--- config.mk ---
export PLATFORM = sky130hd
export DESIGN_NAME = audio_ctl_regs
export DESIGN_NICKNAME = d
export VERILOG_FILES = /design/src/hw/audio_ctl_pkg.sv /design/src/hw/audio_ctl_regs.sv
export SDC_FILE = /design/constraint.sdc
export NUM_CORES = 1
export LEC_CHECK = 0
export ABC_AREA = 1
export BUFFER_PORTS_ARGS = -buffer_cell sky130_fd_sc_hd__buf_2
export CELL_PAD_IN_SITES_DETAIL_PLACEMENT = 2
export CELL_PAD_IN_SITES_GLOBAL_PLACEMENT = 2
export CORE_UTILIZATION = 31
export CTS_BUF_LIST = sky130_fd_sc_hd__clkbuf_2 sky130_fd_sc_hd__clkbuf_4 sky130_fd_sc_hd__clkbuf_8
export CTS_CLUSTER_SIZE = 8
export DETAILED_ROUTE_END_ITERATION = 10
export GPL_TIMING_DRIVEN = 0
export PLACE_DENSITY = 0.85
export SYNTH_ARGS = -nofsm -noshare
export SYNTH_HDL_FRONTEND = slang
export SYNTH_SLANG_ARGS = --single-unit
export TNS_END_PERCENT = 50
--- constraint.sdc ---
create_clock -name ref_clk -period 6.65 [get_ports ref_clk]
set_input_delay 0.9975 -clock ref_clk [delete_from_list [all_inputs] [get_ports ref_clk]]
set_output_delay 0.9975 -clock ref_clk [all_outputs]
set_load 0.005 [all_outputs]
--- src/hw/audio_ctl_pkg.sv ---
/*
  Constants for the audio path control and status register bank.
  Assumes an 8-bit register port with byte offsets as listed.
*/
package audio_ctl_pkg;

  // ---------------------------------------------------------------
  // Register offsets.
  // ---------------------------------------------------------------
  localparam logic [7:0] ADDR_SIDETONE_PATH_CONTROL    = 8'h3A;
  localparam logic [7:0] ADDR_SIDETONE_GAIN_LEVEL      = 8'h3B;
  localparam logic [7:0] ADDR_LEFT_OUTPUT_SOURCE_MASK  = 8'h3C;
  localparam logic [7:0] ADDR_RIGHT_OUTPUT_SOURCE_MASK = 8'h3D;
  localparam logic [7:0] ADDR_INPUT_SIDE_MODE_SELECT   = 8'h50;
  localparam logic [7:0] ADDR_OUTPUT_SIDE_MODE_SELECT  = 8'h51;
  localparam logic [7:0] ADDR_DAC_STREAM_POLARITY      = 8'h99;
  localparam logic [7:0] ADDR_CONTROLLER_BUSY_STATUS   = 8'hE0;
  localparam logic [7:0] ADDR_IRQ_STATUS               = 8'hF0;
  localparam logic [7:0] ADDR_IRQ_MASK                 = 8'hF1;
  localparam logic [7:0] ADDR_STANDBY_RUN_SELECT       = 8'hFD;

  // ---------------------------------------------------------------
  // Field positions.
  // ---------------------------------------------------------------
  localparam int POL_RIGHT_BIT    = 7;
  localparam int POL_LEFT_BIT     = 3;
  localparam int ST_ENABLE_BIT    = 7;
  localparam int ST_MUTE_BIT      = 6;
  localparam int SUBMIT_BIT       = 0;
  localparam int RUN_BIT          = 0;
  localparam int GEN_BUSY_BIT     = 0;
  localparam int MODE_BUSY_BIT    = 1;
  localparam int MIC_MODE_BIT         = 2;
  localparam int INPUT_MIXER_MODE_BIT = 4;
  localparam int ADC_MODE_BIT         = 6;

  // ---------------------------------------------------------------
  // Reset values and field constants.
  // ---------------------------------------------------------------
  localparam logic [3:0] GAIN_RESET     = 4'hE;
  localparam logic [3:0] GAIN_RESERVED  = 4'hF;
  localparam logic [2:0] LEFT_MASK_RST  = 3'h1;
  localparam logic [2:0] RIGHT_MASK_RST = 3'h2;
  localparam logic [6:0] IN_MODE_VALID  = 7'h2A;  // Bits 2, 4, 6 of the register.
  localparam logic [6:0] OUT_MODE_VALID = 7'h78;  // Bits 4 to 7 of the register.

  // ---------------------------------------------------------------
  // Controller sequencing times.
  // ---------------------------------------------------------------
  localparam int REF_CLK_MHZ      = 250;
  localparam int MODE_SEQ_NS      = 64;
  localparam int GEN_SEQ_NS       = 128;
  localparam int MODE_SEQ_CYCLES  = (MODE_SEQ_NS * REF_CLK_MHZ) / 1000;
  localparam int GEN_SEQ_CYCLES   = (GEN_SEQ_NS * REF_CLK_MHZ) / 1000;

  // Interrupt status bit positions.
  localparam int IRQ_MODE_DONE_BIT = 0;
  localparam int IRQ_GEN_DONE_BIT  = 1;
  localparam int IRQ_BAD_GAIN_BIT  = 2;

  typedef enum logic [1:0] {
    SEQ_IDLE,
    SEQ_MODE,
    SEQ_GEN
  } seq_state_t;

endpackage

--- src/hw/audio_ctl_regs.sv ---
/*
  Audio path control and status register bank with DAC polarity,
  sidetone control, output source masks and the mode controllers.
  Assumes a same-clock register master and 24-bit signed sample inputs
  that are already synchronous to ref_clk.
*/
// The plain strobed port is this design's own decision.
`timescale 1ns/1ps
`default_nettype none

// Overview of operation
// - Right polarity bit 7 set negates every right DAC sample; resets clear.
// - Left polarity bit 3 set negates every left DAC sample; resets clear.
// - Sidetone control bit 7 enables the sidetone path; resets off.
// - Sidetone control bit 6 mutes sidetone output; resets muted.
// - Gain 0 is -42 dB, 3 dB steps to 0 dB at 14; 15 reserved.
// - Left output mask: bit0 filter left, bit1 filter right, bit2 sidetone; reset 1.
// - Right output mask has same meanings; resets to 2.
// - Run select bit 0: zero standby, one active; resets standby.
// - Input mode bits 7:1: mic at 2, mixer at 4, ADC at 6; reset 0.
// - Output mode bits 7:1: headphones at 4,5, DACs at 6,7; reset 0.
// - Submit bit in input mode register applies both mode selections together when both controllers are idle.
// - Status bit 1 reads one while the mode controller works.
// - Status bit 0 reads one while the general controller works.
module audio_ctl_regs
  import audio_ctl_pkg::*;
(
  input  wire logic               ref_clk,
  input  wire logic               sys_rst,
  input  wire logic               clk_en,
  input  wire logic [7:0]         reg_addr,
  input  wire logic [7:0]         reg_wdata,
  input  wire logic               reg_write,
  input  wire logic               reg_read,
  output logic      [7:0]         reg_rdata,
  input  wire logic signed [23:0] dac_left_in,
  input  wire logic signed [23:0] dac_right_in,
  input  wire logic signed [23:0] filt_left_in,
  input  wire logic signed [23:0] filt_right_in,
  input  wire logic signed [23:0] sidetone_in,
  output logic signed [23:0]      dac_left_out,
  output logic signed [23:0]      dac_right_out,
  output logic signed [23:0]      out_left,
  output logic signed [23:0]      out_right,
  output logic [6:0]              active_input_mode,
  output logic [6:0]              active_output_mode,
  output logic                    system_active,
  output logic                    irq
);

  // ---------------------------------------------------------------
  // Register storage.
  // ---------------------------------------------------------------
  logic              right_invert;
  logic              left_invert;
  logic              sidetone_enable;
  logic              sidetone_mute;
  logic [3:0]        sidetone_gain;
  logic [2:0]        left_output_source_mask;
  logic [2:0]        right_output_source_mask;
  logic [6:0]        input_mode_pending;
  logic [6:0]        output_mode_pending;
  logic              run_select;
  logic [2:0]        irq_status;
  logic [2:0]        irq_mask;
  logic [2:0]        irq_event;
  logic [2:0]        next_irq_status;
  logic              mode_controller_busy;
  logic              general_controller_busy;
  seq_state_t        seq_state;
  logic [7:0]        seq_count;
  logic signed [23:0] sidetone_scaled;

  // Write decode helper shared by every register.
  function automatic logic wr_hit(input logic [7:0] a);
    wr_hit = clk_en && reg_write && (reg_addr == a);
  endfunction

  // Gain in 3 dB steps: a halving per 6 dB, with 3 dB odd steps taken as
  // multiplication by 0.75 (about -2.5 dB) as a low-cost approximation.
  function automatic logic signed [23:0] apply_gain(input logic signed [23:0] s,
                                                   input logic [3:0] g);
    logic [3:0]         atten;
    logic signed [23:0] half;
    atten = 4'hE - g;
    half  = s >>> atten[3:1];
    if (atten[0]) begin
      apply_gain = half - (half >>> 2);
    end else begin
      apply_gain = half;
    end
  endfunction

  // Sum of mask-enabled sources.
  function automatic logic signed [23:0] mix(input logic [2:0] m,
                                            input logic signed [23:0] sl,
                                            input logic signed [23:0] sr,
                                            input logic signed [23:0] st);
    mix = (m[0] ? sl : 24'sh0) + (m[1] ? sr : 24'sh0) + (m[2] ? st : 24'sh0);
  endfunction

  // ---------------------------------------------------------------
  // Control registers.
  // ---------------------------------------------------------------
  // Polarity register.
  always_ff @(posedge ref_clk) begin
    if (sys_rst) begin
      right_invert <= 1'b0;
      left_invert  <= 1'b0;
    end else if (wr_hit(ADDR_DAC_STREAM_POLARITY)) begin
      right_invert <= reg_wdata[POL_RIGHT_BIT];
      left_invert  <= reg_wdata[POL_LEFT_BIT];
    end
  end

  // Sidetone control and gain; a reserved gain code is refused.
  always_ff @(posedge ref_clk) begin
    if (sys_rst) begin
      sidetone_enable <= 1'b0;
      sidetone_mute   <= 1'b1;
      sidetone_gain   <= GAIN_RESET;
    end else begin
      if (wr_hit(ADDR_SIDETONE_PATH_CONTROL)) begin
        sidetone_enable <= reg_wdata[ST_ENABLE_BIT];
        sidetone_mute   <= reg_wdata[ST_MUTE_BIT];
      end
      if (wr_hit(ADDR_SIDETONE_GAIN_LEVEL) && reg_wdata[3:0] != GAIN_RESERVED) begin
        sidetone_gain <= reg_wdata[3:0];
      end
    end
  end

  // Output source masks.
  always_ff @(posedge ref_clk) begin
    if (sys_rst) begin
      left_output_source_mask  <= LEFT_MASK_RST;
      right_output_source_mask <= RIGHT_MASK_RST;
    end else begin
      if (wr_hit(ADDR_LEFT_OUTPUT_SOURCE_MASK)) begin
        left_output_source_mask <= reg_wdata[2:0];
      end
      if (wr_hit(ADDR_RIGHT_OUTPUT_SOURCE_MASK)) begin
        right_output_source_mask <= reg_wdata[2:0];
      end
    end
  end

  // Pending mode selections and run select; output bit 0 is not stored.
  always_ff @(posedge ref_clk) begin
    if (sys_rst) begin
      input_mode_pending  <= 7'h00;
      output_mode_pending <= 7'h00;
      run_select          <= 1'b0;
    end else begin
      if (wr_hit(ADDR_INPUT_SIDE_MODE_SELECT)) begin
        input_mode_pending <= reg_wdata[7:1] & IN_MODE_VALID;
      end
      if (wr_hit(ADDR_OUTPUT_SIDE_MODE_SELECT)) begin
        output_mode_pending <= reg_wdata[7:1] & OUT_MODE_VALID;
      end
      if (wr_hit(ADDR_STANDBY_RUN_SELECT)) begin
        run_select <= reg_wdata[RUN_BIT];
      end
    end
  end

  // ---------------------------------------------------------------
  // Mode and general controllers.
  // ---------------------------------------------------------------
  // A submit while idle latches both selections at once, then the mode controller
  // runs its sequence and hands over to the general controller.
  always_ff @(posedge ref_clk) begin
    if (sys_rst) begin
      seq_state               <= SEQ_IDLE;
      seq_count               <= 8'h00;
      active_input_mode       <= 7'h00;
      active_output_mode      <= 7'h00;
      mode_controller_busy    <= 1'b0;
      general_controller_busy <= 1'b0;
    end else if (clk_en) begin
      case (seq_state)
        SEQ_IDLE: begin
          if (wr_hit(ADDR_INPUT_SIDE_MODE_SELECT) && reg_wdata[SUBMIT_BIT]) begin
            active_input_mode    <= reg_wdata[7:1] & IN_MODE_VALID;
            active_output_mode   <= output_mode_pending;
            mode_controller_busy <= 1'b1;
            general_controller_busy <= 1'b1;
            seq_count            <= 8'(MODE_SEQ_CYCLES - 1);
            seq_state            <= SEQ_MODE;
          end else if (wr_hit(ADDR_STANDBY_RUN_SELECT)) begin
            general_controller_busy <= 1'b1;
            seq_count            <= 8'(GEN_SEQ_CYCLES - 1);
            seq_state            <= SEQ_GEN;
          end
        end
        SEQ_MODE: begin
          if (seq_count == 8'h00) begin
            mode_controller_busy <= 1'b0;
            seq_count            <= 8'(GEN_SEQ_CYCLES - 1);
            seq_state            <= SEQ_GEN;
          end else begin
            seq_count <= seq_count - 8'h01;
          end
        end
        SEQ_GEN: begin
          if (seq_count == 8'h00) begin
            general_controller_busy <= 1'b0;
            seq_state               <= SEQ_IDLE;
          end else begin
            seq_count <= seq_count - 8'h01;
          end
        end
        default: begin
          seq_state <= SEQ_IDLE;
        end
      endcase
    end
  end

  // ---------------------------------------------------------------
  // Interrupts.
  // ---------------------------------------------------------------
  // Sticky events: mode done, general done, reserved gain write.
  // A new event wins over a write-one-to-clear in the same cycle.
  always_comb begin
    irq_event                    = 3'h0;
    irq_event[IRQ_MODE_DONE_BIT] = (seq_state == SEQ_MODE) && (seq_count == 8'h00);
    irq_event[IRQ_GEN_DONE_BIT]  = (seq_state == SEQ_GEN) && (seq_count == 8'h00);
    irq_event[IRQ_BAD_GAIN_BIT]  = wr_hit(ADDR_SIDETONE_GAIN_LEVEL)
                                   && (reg_wdata[3:0] == GAIN_RESERVED);
    next_irq_status = irq_status;
    if (wr_hit(ADDR_IRQ_STATUS)) begin
      next_irq_status = next_irq_status & ~reg_wdata[2:0];
    end
    next_irq_status = next_irq_status | irq_event;
  end

  // Status, mask and the registered interrupt level.
  always_ff @(posedge ref_clk) begin
    if (sys_rst) begin
      irq_status <= 3'h0;
      irq_mask   <= 3'h0;
      irq        <= 1'b0;
    end else if (clk_en) begin
      irq_status <= next_irq_status;
      if (wr_hit(ADDR_IRQ_MASK)) begin
        irq_mask <= reg_wdata[2:0];
        irq      <= |(next_irq_status & reg_wdata[2:0]);
      end else begin
        irq      <= |(next_irq_status & irq_mask);
      end
    end
  end

  // ---------------------------------------------------------------
  // Read port.
  // ---------------------------------------------------------------
  // Read data stand in the cycle after the strobe; unmapped reads zero.
  always_ff @(posedge ref_clk) begin
    if (sys_rst) begin
      reg_rdata <= 8'h00;
    end else if (clk_en) begin
      reg_rdata <= 8'h00;
      if (reg_read) begin
        case (reg_addr)
          ADDR_DAC_STREAM_POLARITY:
            reg_rdata <= {right_invert, 3'h0, left_invert, 3'h0};
          ADDR_SIDETONE_PATH_CONTROL:
            reg_rdata <= {sidetone_enable, sidetone_mute, 6'h00};
          ADDR_SIDETONE_GAIN_LEVEL:      reg_rdata <= {4'h0, sidetone_gain};
          ADDR_LEFT_OUTPUT_SOURCE_MASK:  reg_rdata <= {5'h00, left_output_source_mask};
          ADDR_RIGHT_OUTPUT_SOURCE_MASK: reg_rdata <= {5'h00, right_output_source_mask};
          ADDR_INPUT_SIDE_MODE_SELECT:   reg_rdata <= {input_mode_pending, 1'b0};
          ADDR_OUTPUT_SIDE_MODE_SELECT:  reg_rdata <= {output_mode_pending, 1'b0};
          ADDR_CONTROLLER_BUSY_STATUS:
            reg_rdata <= {6'h00, mode_controller_busy, general_controller_busy};
          ADDR_STANDBY_RUN_SELECT:       reg_rdata <= {7'h00, run_select};
          ADDR_IRQ_STATUS:               reg_rdata <= {5'h00, irq_status};
          ADDR_IRQ_MASK:                 reg_rdata <= {5'h00, irq_mask};
          default:                       reg_rdata <= 8'h00;
        endcase
      end
    end
  end

  // ---------------------------------------------------------------
  // Sample path.
  // ---------------------------------------------------------------
  // Sidetone is zero when disabled or muted, else scaled by the gain.
  always_comb begin
    if (sidetone_enable && !sidetone_mute) begin
      sidetone_scaled = apply_gain(sidetone_in, sidetone_gain);
    end else begin
      sidetone_scaled = 24'sh0;
    end
  end

  // Registered audio outputs; standby holds the run output low.
  always_ff @(posedge ref_clk) begin
    if (sys_rst) begin
      dac_left_out  <= 24'sh0;
      dac_right_out <= 24'sh0;
      out_left      <= 24'sh0;
      out_right     <= 24'sh0;
      system_active <= 1'b0;
    end else if (clk_en) begin
      dac_left_out  <= left_invert ? -dac_left_in : dac_left_in;
      dac_right_out <= right_invert ? -dac_right_in : dac_right_in;
      out_left  <= mix(left_output_source_mask, filt_left_in, filt_right_in,
                       sidetone_scaled);
      out_right <= mix(right_output_source_mask, filt_left_in, filt_right_in,
                       sidetone_scaled);
      system_active <= run_select;
    end
  end

endmodule

`default_nettype wire

After elaboration in Yosys (flattened, before gate mapping)
Cells that the tools add are included.
{ "word_totals": {"reg_bits": 153, "input_bits": 141, "output_inout_bits": 120} }
{ "classes": {"add_sub_neg": 9, "n_mux": 30, "reduce_logical": 31, "n_shift": 1, "bitwise": 5, "n_eq_ne": 20} }
{ "ops": {"columns": ["operator", "n"], "rows": [
  ["24-bit two-way mux", 10],
  ["24-bit adder", 4],
  ["8-bit one-hot mux with 11 select lines", 1],
  ["24-bit negator", 2],
  ["8-bit equality test (second input constant)", 5],
  ["8-bit two-way mux", 5],
  ["8-bit by 6-bit equality test with 1-bit output (second input constant)", 4],
  ["8-bit one-hot mux with 3 select lines", 1],
  ["24-bit by 3-bit >>> shifter with 24-bit output", 1],
  ["24-bit by 22-bit subtractor with 24-bit output", 1],
  ["1-bit logical AND", 17],
  ["8-bit by 7-bit equality test with 1-bit output (second input constant)", 2],
  ["4-bit AND reduction", 4],
  ["3-bit bitwise AND", 3],
  ["8-bit logical NOT", 1],
  ["2-bit two-way mux", 4],
  ["8-bit by 1-bit subtractor with 8-bit output (second input constant)", 1],
  ["2-bit != test (second input constant)", 3],
  ["2-bit one-hot mux with 3 select lines", 1],
  ["3-bit OR reduction", 2],
  ["1-bit two-way mux", 5],
  ["4-bit equality test (second input constant)", 1],
  ["4-bit != test (second input constant)", 1],
  ["1-bit one-hot mux with 2 select lines", 2],
  ["14 further kinds", 15]
]} }

Depth between registers and ports, before layout
{ "logic_depth": {"depth_word": 7, "ltp_mapped": 41} }

Worst setup path before layout
OpenSTA, ideal clock, no wires.
{ "synth_path": {"path_type": "input -> register", "start": "input port sidetone_in[5]", "end": "register out_right[19]", "required_ps": 6537, "slack_ps": 1406, "path_buffers": 0, "arrival_time_ps": 5131, "path_stages": 26, "cell_sequence": "or2_2 -> nand3_2 -> nand3_1 -> nand2_1 -> nand2_2 -> fa_1 -> a31oi_1 -> nor2_1 -> o21ai_0 -> o211ai_1 -> or2_2 -> fa_1 -> inv_1 -> ha_1 -> a21oi_1 -> o21ai_1 -> a21oi_1 -> o21ai_1 -> a21oi_1 -> o21ai_1 -> a21oi_1 -> o21ai_1 -> nand2_1 -> nand2_1 -> o21ai_1 -> inv_1"} }
{ "synth_via": {"elab_chain_len": 6} }
{ "synth_rtl": {"columns": ["element", "line_no", "rtl"], "rows": [
  ["from (decl)", "audio_ctl_regs.sv:40", "input wire logic signed [23:0] sidetone_in,"],
  ["24-bit by 3-bit >>> shifter with 24-bit output *", "audio_ctl_regs.sv:86", "half = s >>> atten[3:1];"],
  ["24-bit by 22-bit subtractor with 24-bit output", "audio_ctl_regs.sv:88", "apply_gain = half - (half >>> 2);"],
  ["24-bit two-way mux *", "audio_ctl_regs.sv:87", "if (atten[0]) begin"],
  ["24-bit two-way mux *", "audio_ctl_regs.sv:291", "if (sidetone_enable && !sidetone_mute) begin"],
  ["24-bit two-way mux *", "audio_ctl_regs.sv:99", "mix = (m[0] ? sl : 24'sh0) + (m[1] ? sr : 24'sh0) + (m[2] ? st : 24'sh0);"],
  ["24-bit adder *", "audio_ctl_regs.sv:99", null],
  ["to (signal assigned)", "audio_ctl_regs.sv:311", "out_right <= mix(right_output_source_mask, filt_left_in, filt_right_in,"],
  ["to (decl)", "audio_ctl_regs.sv:44", "output logic signed [23:0] out_right,"]
]} }
Mark *: on every way between the ends. The rest lies on a longest branch, timed or not.
A chain may end at the register's enable or synchronous reset.

Worst setup path after layout
{ "layout_path": {"start": "register sidetone_gain[0]", "end": "register out_right[23]"} }
{ "layout_via": {"elab_chain_len": 7} }
{ "layout_rtl": {"columns": ["element", "line_no", "rtl"], "rows": [
  ["from (decl)", "audio_ctl_regs.sv:58", "logic [3:0] sidetone_gain;"],
  ["from (signal assigned)", "audio_ctl_regs.sv:128", "sidetone_gain <= reg_wdata[3:0];"],
  ["4-bit subtractor *", "audio_ctl_regs.sv:85", "atten = 4'hE - g;"],
  ["24-bit by 3-bit >>> shifter with 24-bit output", "audio_ctl_regs.sv:86", null],
  ["24-bit by 22-bit subtractor with 24-bit output", "audio_ctl_regs.sv:88", null],
  ["24-bit two-way mux *", "audio_ctl_regs.sv:87", null],
  ["24-bit two-way mux *", "audio_ctl_regs.sv:291", null],
  ["24-bit two-way mux *", "audio_ctl_regs.sv:99", null],
  ["24-bit adder *", "audio_ctl_regs.sv:99", null]
]} }
Marks and branches as above.

==> impl_metrics.env <==
export IMPL_netSwitchingFraction=0.383
export IMPL_drtAntennaViolNets=0
export IMPL_synth_cells=2282
export IMPL_r2r_cells=33
export IMPL_grt_start_max_net_pins=17
export IMPL_outcome="finished clean"
export IMPL_layout_cells_non_filler=3174
export IMPL_cp_arrival_ps=6760
export IMPL_setup_violations=0
export IMPL_power_share_sequential=0.411
export IMPL_cts_hold_buf=0
export IMPL_cp_required_ps=7110
export IMPL_drtIter0Drc=652
export IMPL_floorplan_die_area_sq_mm=0.0473
export IMPL_r2r_start="sidetone_gain[0]"
export IMPL_wl_per_cell_microns=20.8
export IMPL_finalWeightedCongestion=0.916
export IMPL_p_leak_nw=8.72
export IMPL_layout_min_cycle_time_ps=6300
export IMPL_avgSynthCellArea_sq_um=6.31
export IMPL_grt_pass1_vias=18361
export IMPL_die_height_microns=217
export IMPL_portBuffers=251
export IMPL_start_util=0.316
export IMPL_worst_pin_slew_ps=911
export IMPL_synthMuxAreaShare=0
export IMPL_skew_ps=29.0
export IMPL_htreeDepth=4
export IMPL_nNetsFinal=2815
export IMPL_clock_sinks=153
export IMPL_layout_cells_most_common="nand2_1"
export IMPL_synth_seq_area_share=0.213
export IMPL_final_cell_mix="515 x nand2_1, 343 x inv_1, 256 x buf_2"
export IMPL_rows=78
export IMPL_reg2reg_slack_ps=350
export IMPL_antenna_found_initial=3
export IMPL_pre_cts_slack_ps=-355
export IMPL_yosys_area_share_simple=0.317
export IMPL_hpwl_microns=54700
export IMPL_holdPathEnd="reg_rdata[1]"
export IMPL_max_freq_ghz=0.159
export IMPL_finalCritPeriodShare=0.947
export IMPL_cts_root_buf="clkbuf_8"
export IMPL_clk_pin_slew_ps=120
export IMPL_drc_errors=0
export IMPL_finalHoldViolCount=0
export IMPL_clock_latency_ps=540
export IMPL_core_area_sq_mm=0.0456
export IMPL_min_path_type="reg2reg"
export IMPL_holdCritStartpoint="reg_rdata[1]"
export IMPL_synth_area_sq_mm=0.0144
export IMPL_synth_compound_area_frac=0.176
export IMPL_critPathLaunchType="flip-flop"
export IMPL_fin_setup_tns_ps=0
export IMPL_track_usage=0.277
export IMPL_dp_cells=3139
export IMPL_p_switching_mw=0.931
export IMPL_wl_microns=66000
export IMPL_timing_critical_path_slowest_stage_cell="fa_1"
export IMPL_yosys_warnings=0
export IMPL_comb_power_share=0.277
export IMPL_drive_above_1_share=0.164
export IMPL_postCtsSetupRepairBufs=0
export IMPL_slew_headroom=0.393
export IMPL_vias_per_cell=5.23
export IMPL_cp_max_fo=10
export IMPL_synth_top_family_by_area="simple AND/OR/NAND/NOR gates"
export IMPL_ys_seq_elements=153
export IMPL_intPower_mw=1.50
export IMPL_r2r_end="out_right[23]"
export IMPL_drv_slew=0
export IMPL_synthAdderAreaFrac=0.127
export IMPL_synthXorXnorAreaFrac=0.0414
export IMPL_area_delta_synth_final_pct=17.5
export IMPL_hold_depth=2
export IMPL_grt_remaining_overflow=0
export IMPL_ys_types=56
export IMPL_vias=16587
export IMPL_end_kind="flip-flop"
export IMPL_cts_max_path_buffers=2
export IMPL_cpPeakStageDelay_ps=550
export IMPL_critPathKind="reg2reg"
export IMPL_io_pins=261
export IMPL_power_frac_clock=0.312
export IMPL_dr_pass1_iters=5
export IMPL_cts_tree="done"
export IMPL_power_density_mw_per_mm2=144
export IMPL_vdd_drop_max_v=0.000117
export IMPL_maxCapViolations=0
export IMPL_grt_pass1_wl_microns=102000
export IMPL_fin_ws_ps=350
export IMPL_die_w_microns=217
export IMPL_fillers=5693
export IMPL_total_power_mw=2.43
export IMPL_cts_buffers_inserted=17
-- metal layers --
layer	GRT usage	vias up	wire, microns
li1	-	7883	-
met1	0.337	8262	29100
met2	0.487	316	32500
met3	0.0287	126	1520
met4	0.128	0	2790
met5	0	-	0
-- Yosys cell counts, drive strengths merged --
master,count,area share
nand4,22,0.0096
o21ai,210,0.074
o211ai,21,0.011
dfxtp,153,0.21
inv,353,0.092
nor2,257,0.071
o221ai,23,0.014
ha,68,0.059
and3,1,0.00043
nand2,559,0.16
o2111ai,1,0.00061
nand3,142,0.053
nor3b,2,0.0014
a221oi,3,0.0018
a31o,1,0.00061
nor4,14,0.0070
o21bai,5,0.0026
xnor2,25,0.015
conb,1,0.00026
a21oi,162,0.057
o311ai,1,0.00061
a31oi,9,0.0039
or2,11,0.0048
o31ai,3,0.0016
xor2,43,0.026
nand3b,2,0.0010
nor3,36,0.014
o21a,1,0.00052
o211a,2,0.0014
a32o,1,0.00070
o22ai,3,0.0013
a21o,6,0.0031
buf,31,0.017
a211oi,1,0.00052
fa,49,0.068
clkbuf,60,0.016
-- power groups by stage --
stage / Combinational, mW / Clock [mW] / Sequential, mW
floorplan: 0.379 / 0 / 1.02
global placement: 0.620 / 0 / 1.01
detailed placement: 0.656 / 0 / 1.02
CTS: 0.667 / 0.774 / 0.998
global route: 0.743 / 0.807 / 1.00
finish: 0.673 / 0.759 / 0.998
-- how the worst max path moves through the flow --
stage,depth (start not counted),slack [ps],startpoint,to
floorplan,26,1410,sidetone_in[5],out_right[19]
global placement,31,-280,sidetone_in[23],out_left[23]
detailed placement,31,-360,sidetone_in[23],out_left[23]
CTS,31,50,sidetone_gain[1],out_right[23]
global route,29,-20,sidetone_gain[0],out_left[20]
finish,33,350,sidetone_gain[0],out_right[23]
-- final cells by class --
class / instances / area (sq um) / share of cell area
Clock buffer: 17 / 234 / 0.0138
Timing Repair Buffer: 251 / 1260 / 0.0743
Multi-Input combinational cell: 1691 / 9630 / 0.570
Sequential cell: 153 / 3060 / 0.181
Buffer: 90 / 473 / 0.0280
Antenna cell: 4 / 10.0 / 0.000592
Tap cell: 600 / 751 / 0.0444
Inverter: 353 / 1330 / 0.0785
Clock inverter: 15 / 158 / 0.00933
-- cell families (layout without fill, tap and decap cells) --
kind of cell,Yosys count,in the layout
buffers and inverters,444,726
flip-flops,153,153
adder cells (fa/ha/maj),117,117
AND/OR/NAND/NOR,1046,1046
AO/OA/AOI/OAI,453,453
XOR/XNOR,68,68
other,1,11
-- through the flow --
stage	hold WS [ps]	utilization	cell area, sq um
2_1_floorplan	429	-	14400
6_report	476	0.371	16900
4_1_cts	479	0.369	16800
5_1_grt	506	0.371	16900
3_5_place_dp	462	0.360	16400
3_3_place_gp	441	0.360	16400
-- worst max-delay path: cells and delay by family (launching register included) --
family	cells	cell delay (ps)
AOI/OAI and AO/OA	2	390
xor gates and xnor gates	1	280
adders and majority gates	4	1730
buffers and inverters	9	870
DFF	1	350
and+or+nand+nor	17	2590
-- flip-flops by register name, indices dropped and copies added (netlist names), 2 cells and up --
name	cells
output_mode_pending	4
reg_rdata	8
active_input_mode	3
dac_right_out	24
dac_left_out	24
out_left	24
sidetone_gain	4
seq_count	8
seq_state	2
out_right	24
irq_status	3
right_output_source_mask	3
irq_mask	3
left_output_source_mask	3
active_output_mode	4
input_mode_pending	3
-- what timing repair did --
action,CTS,global route
endpoints found under the setup margin,1,9
pin swaps,0,1
resized for setup,1,25
(Power assumes the default switching activity.)
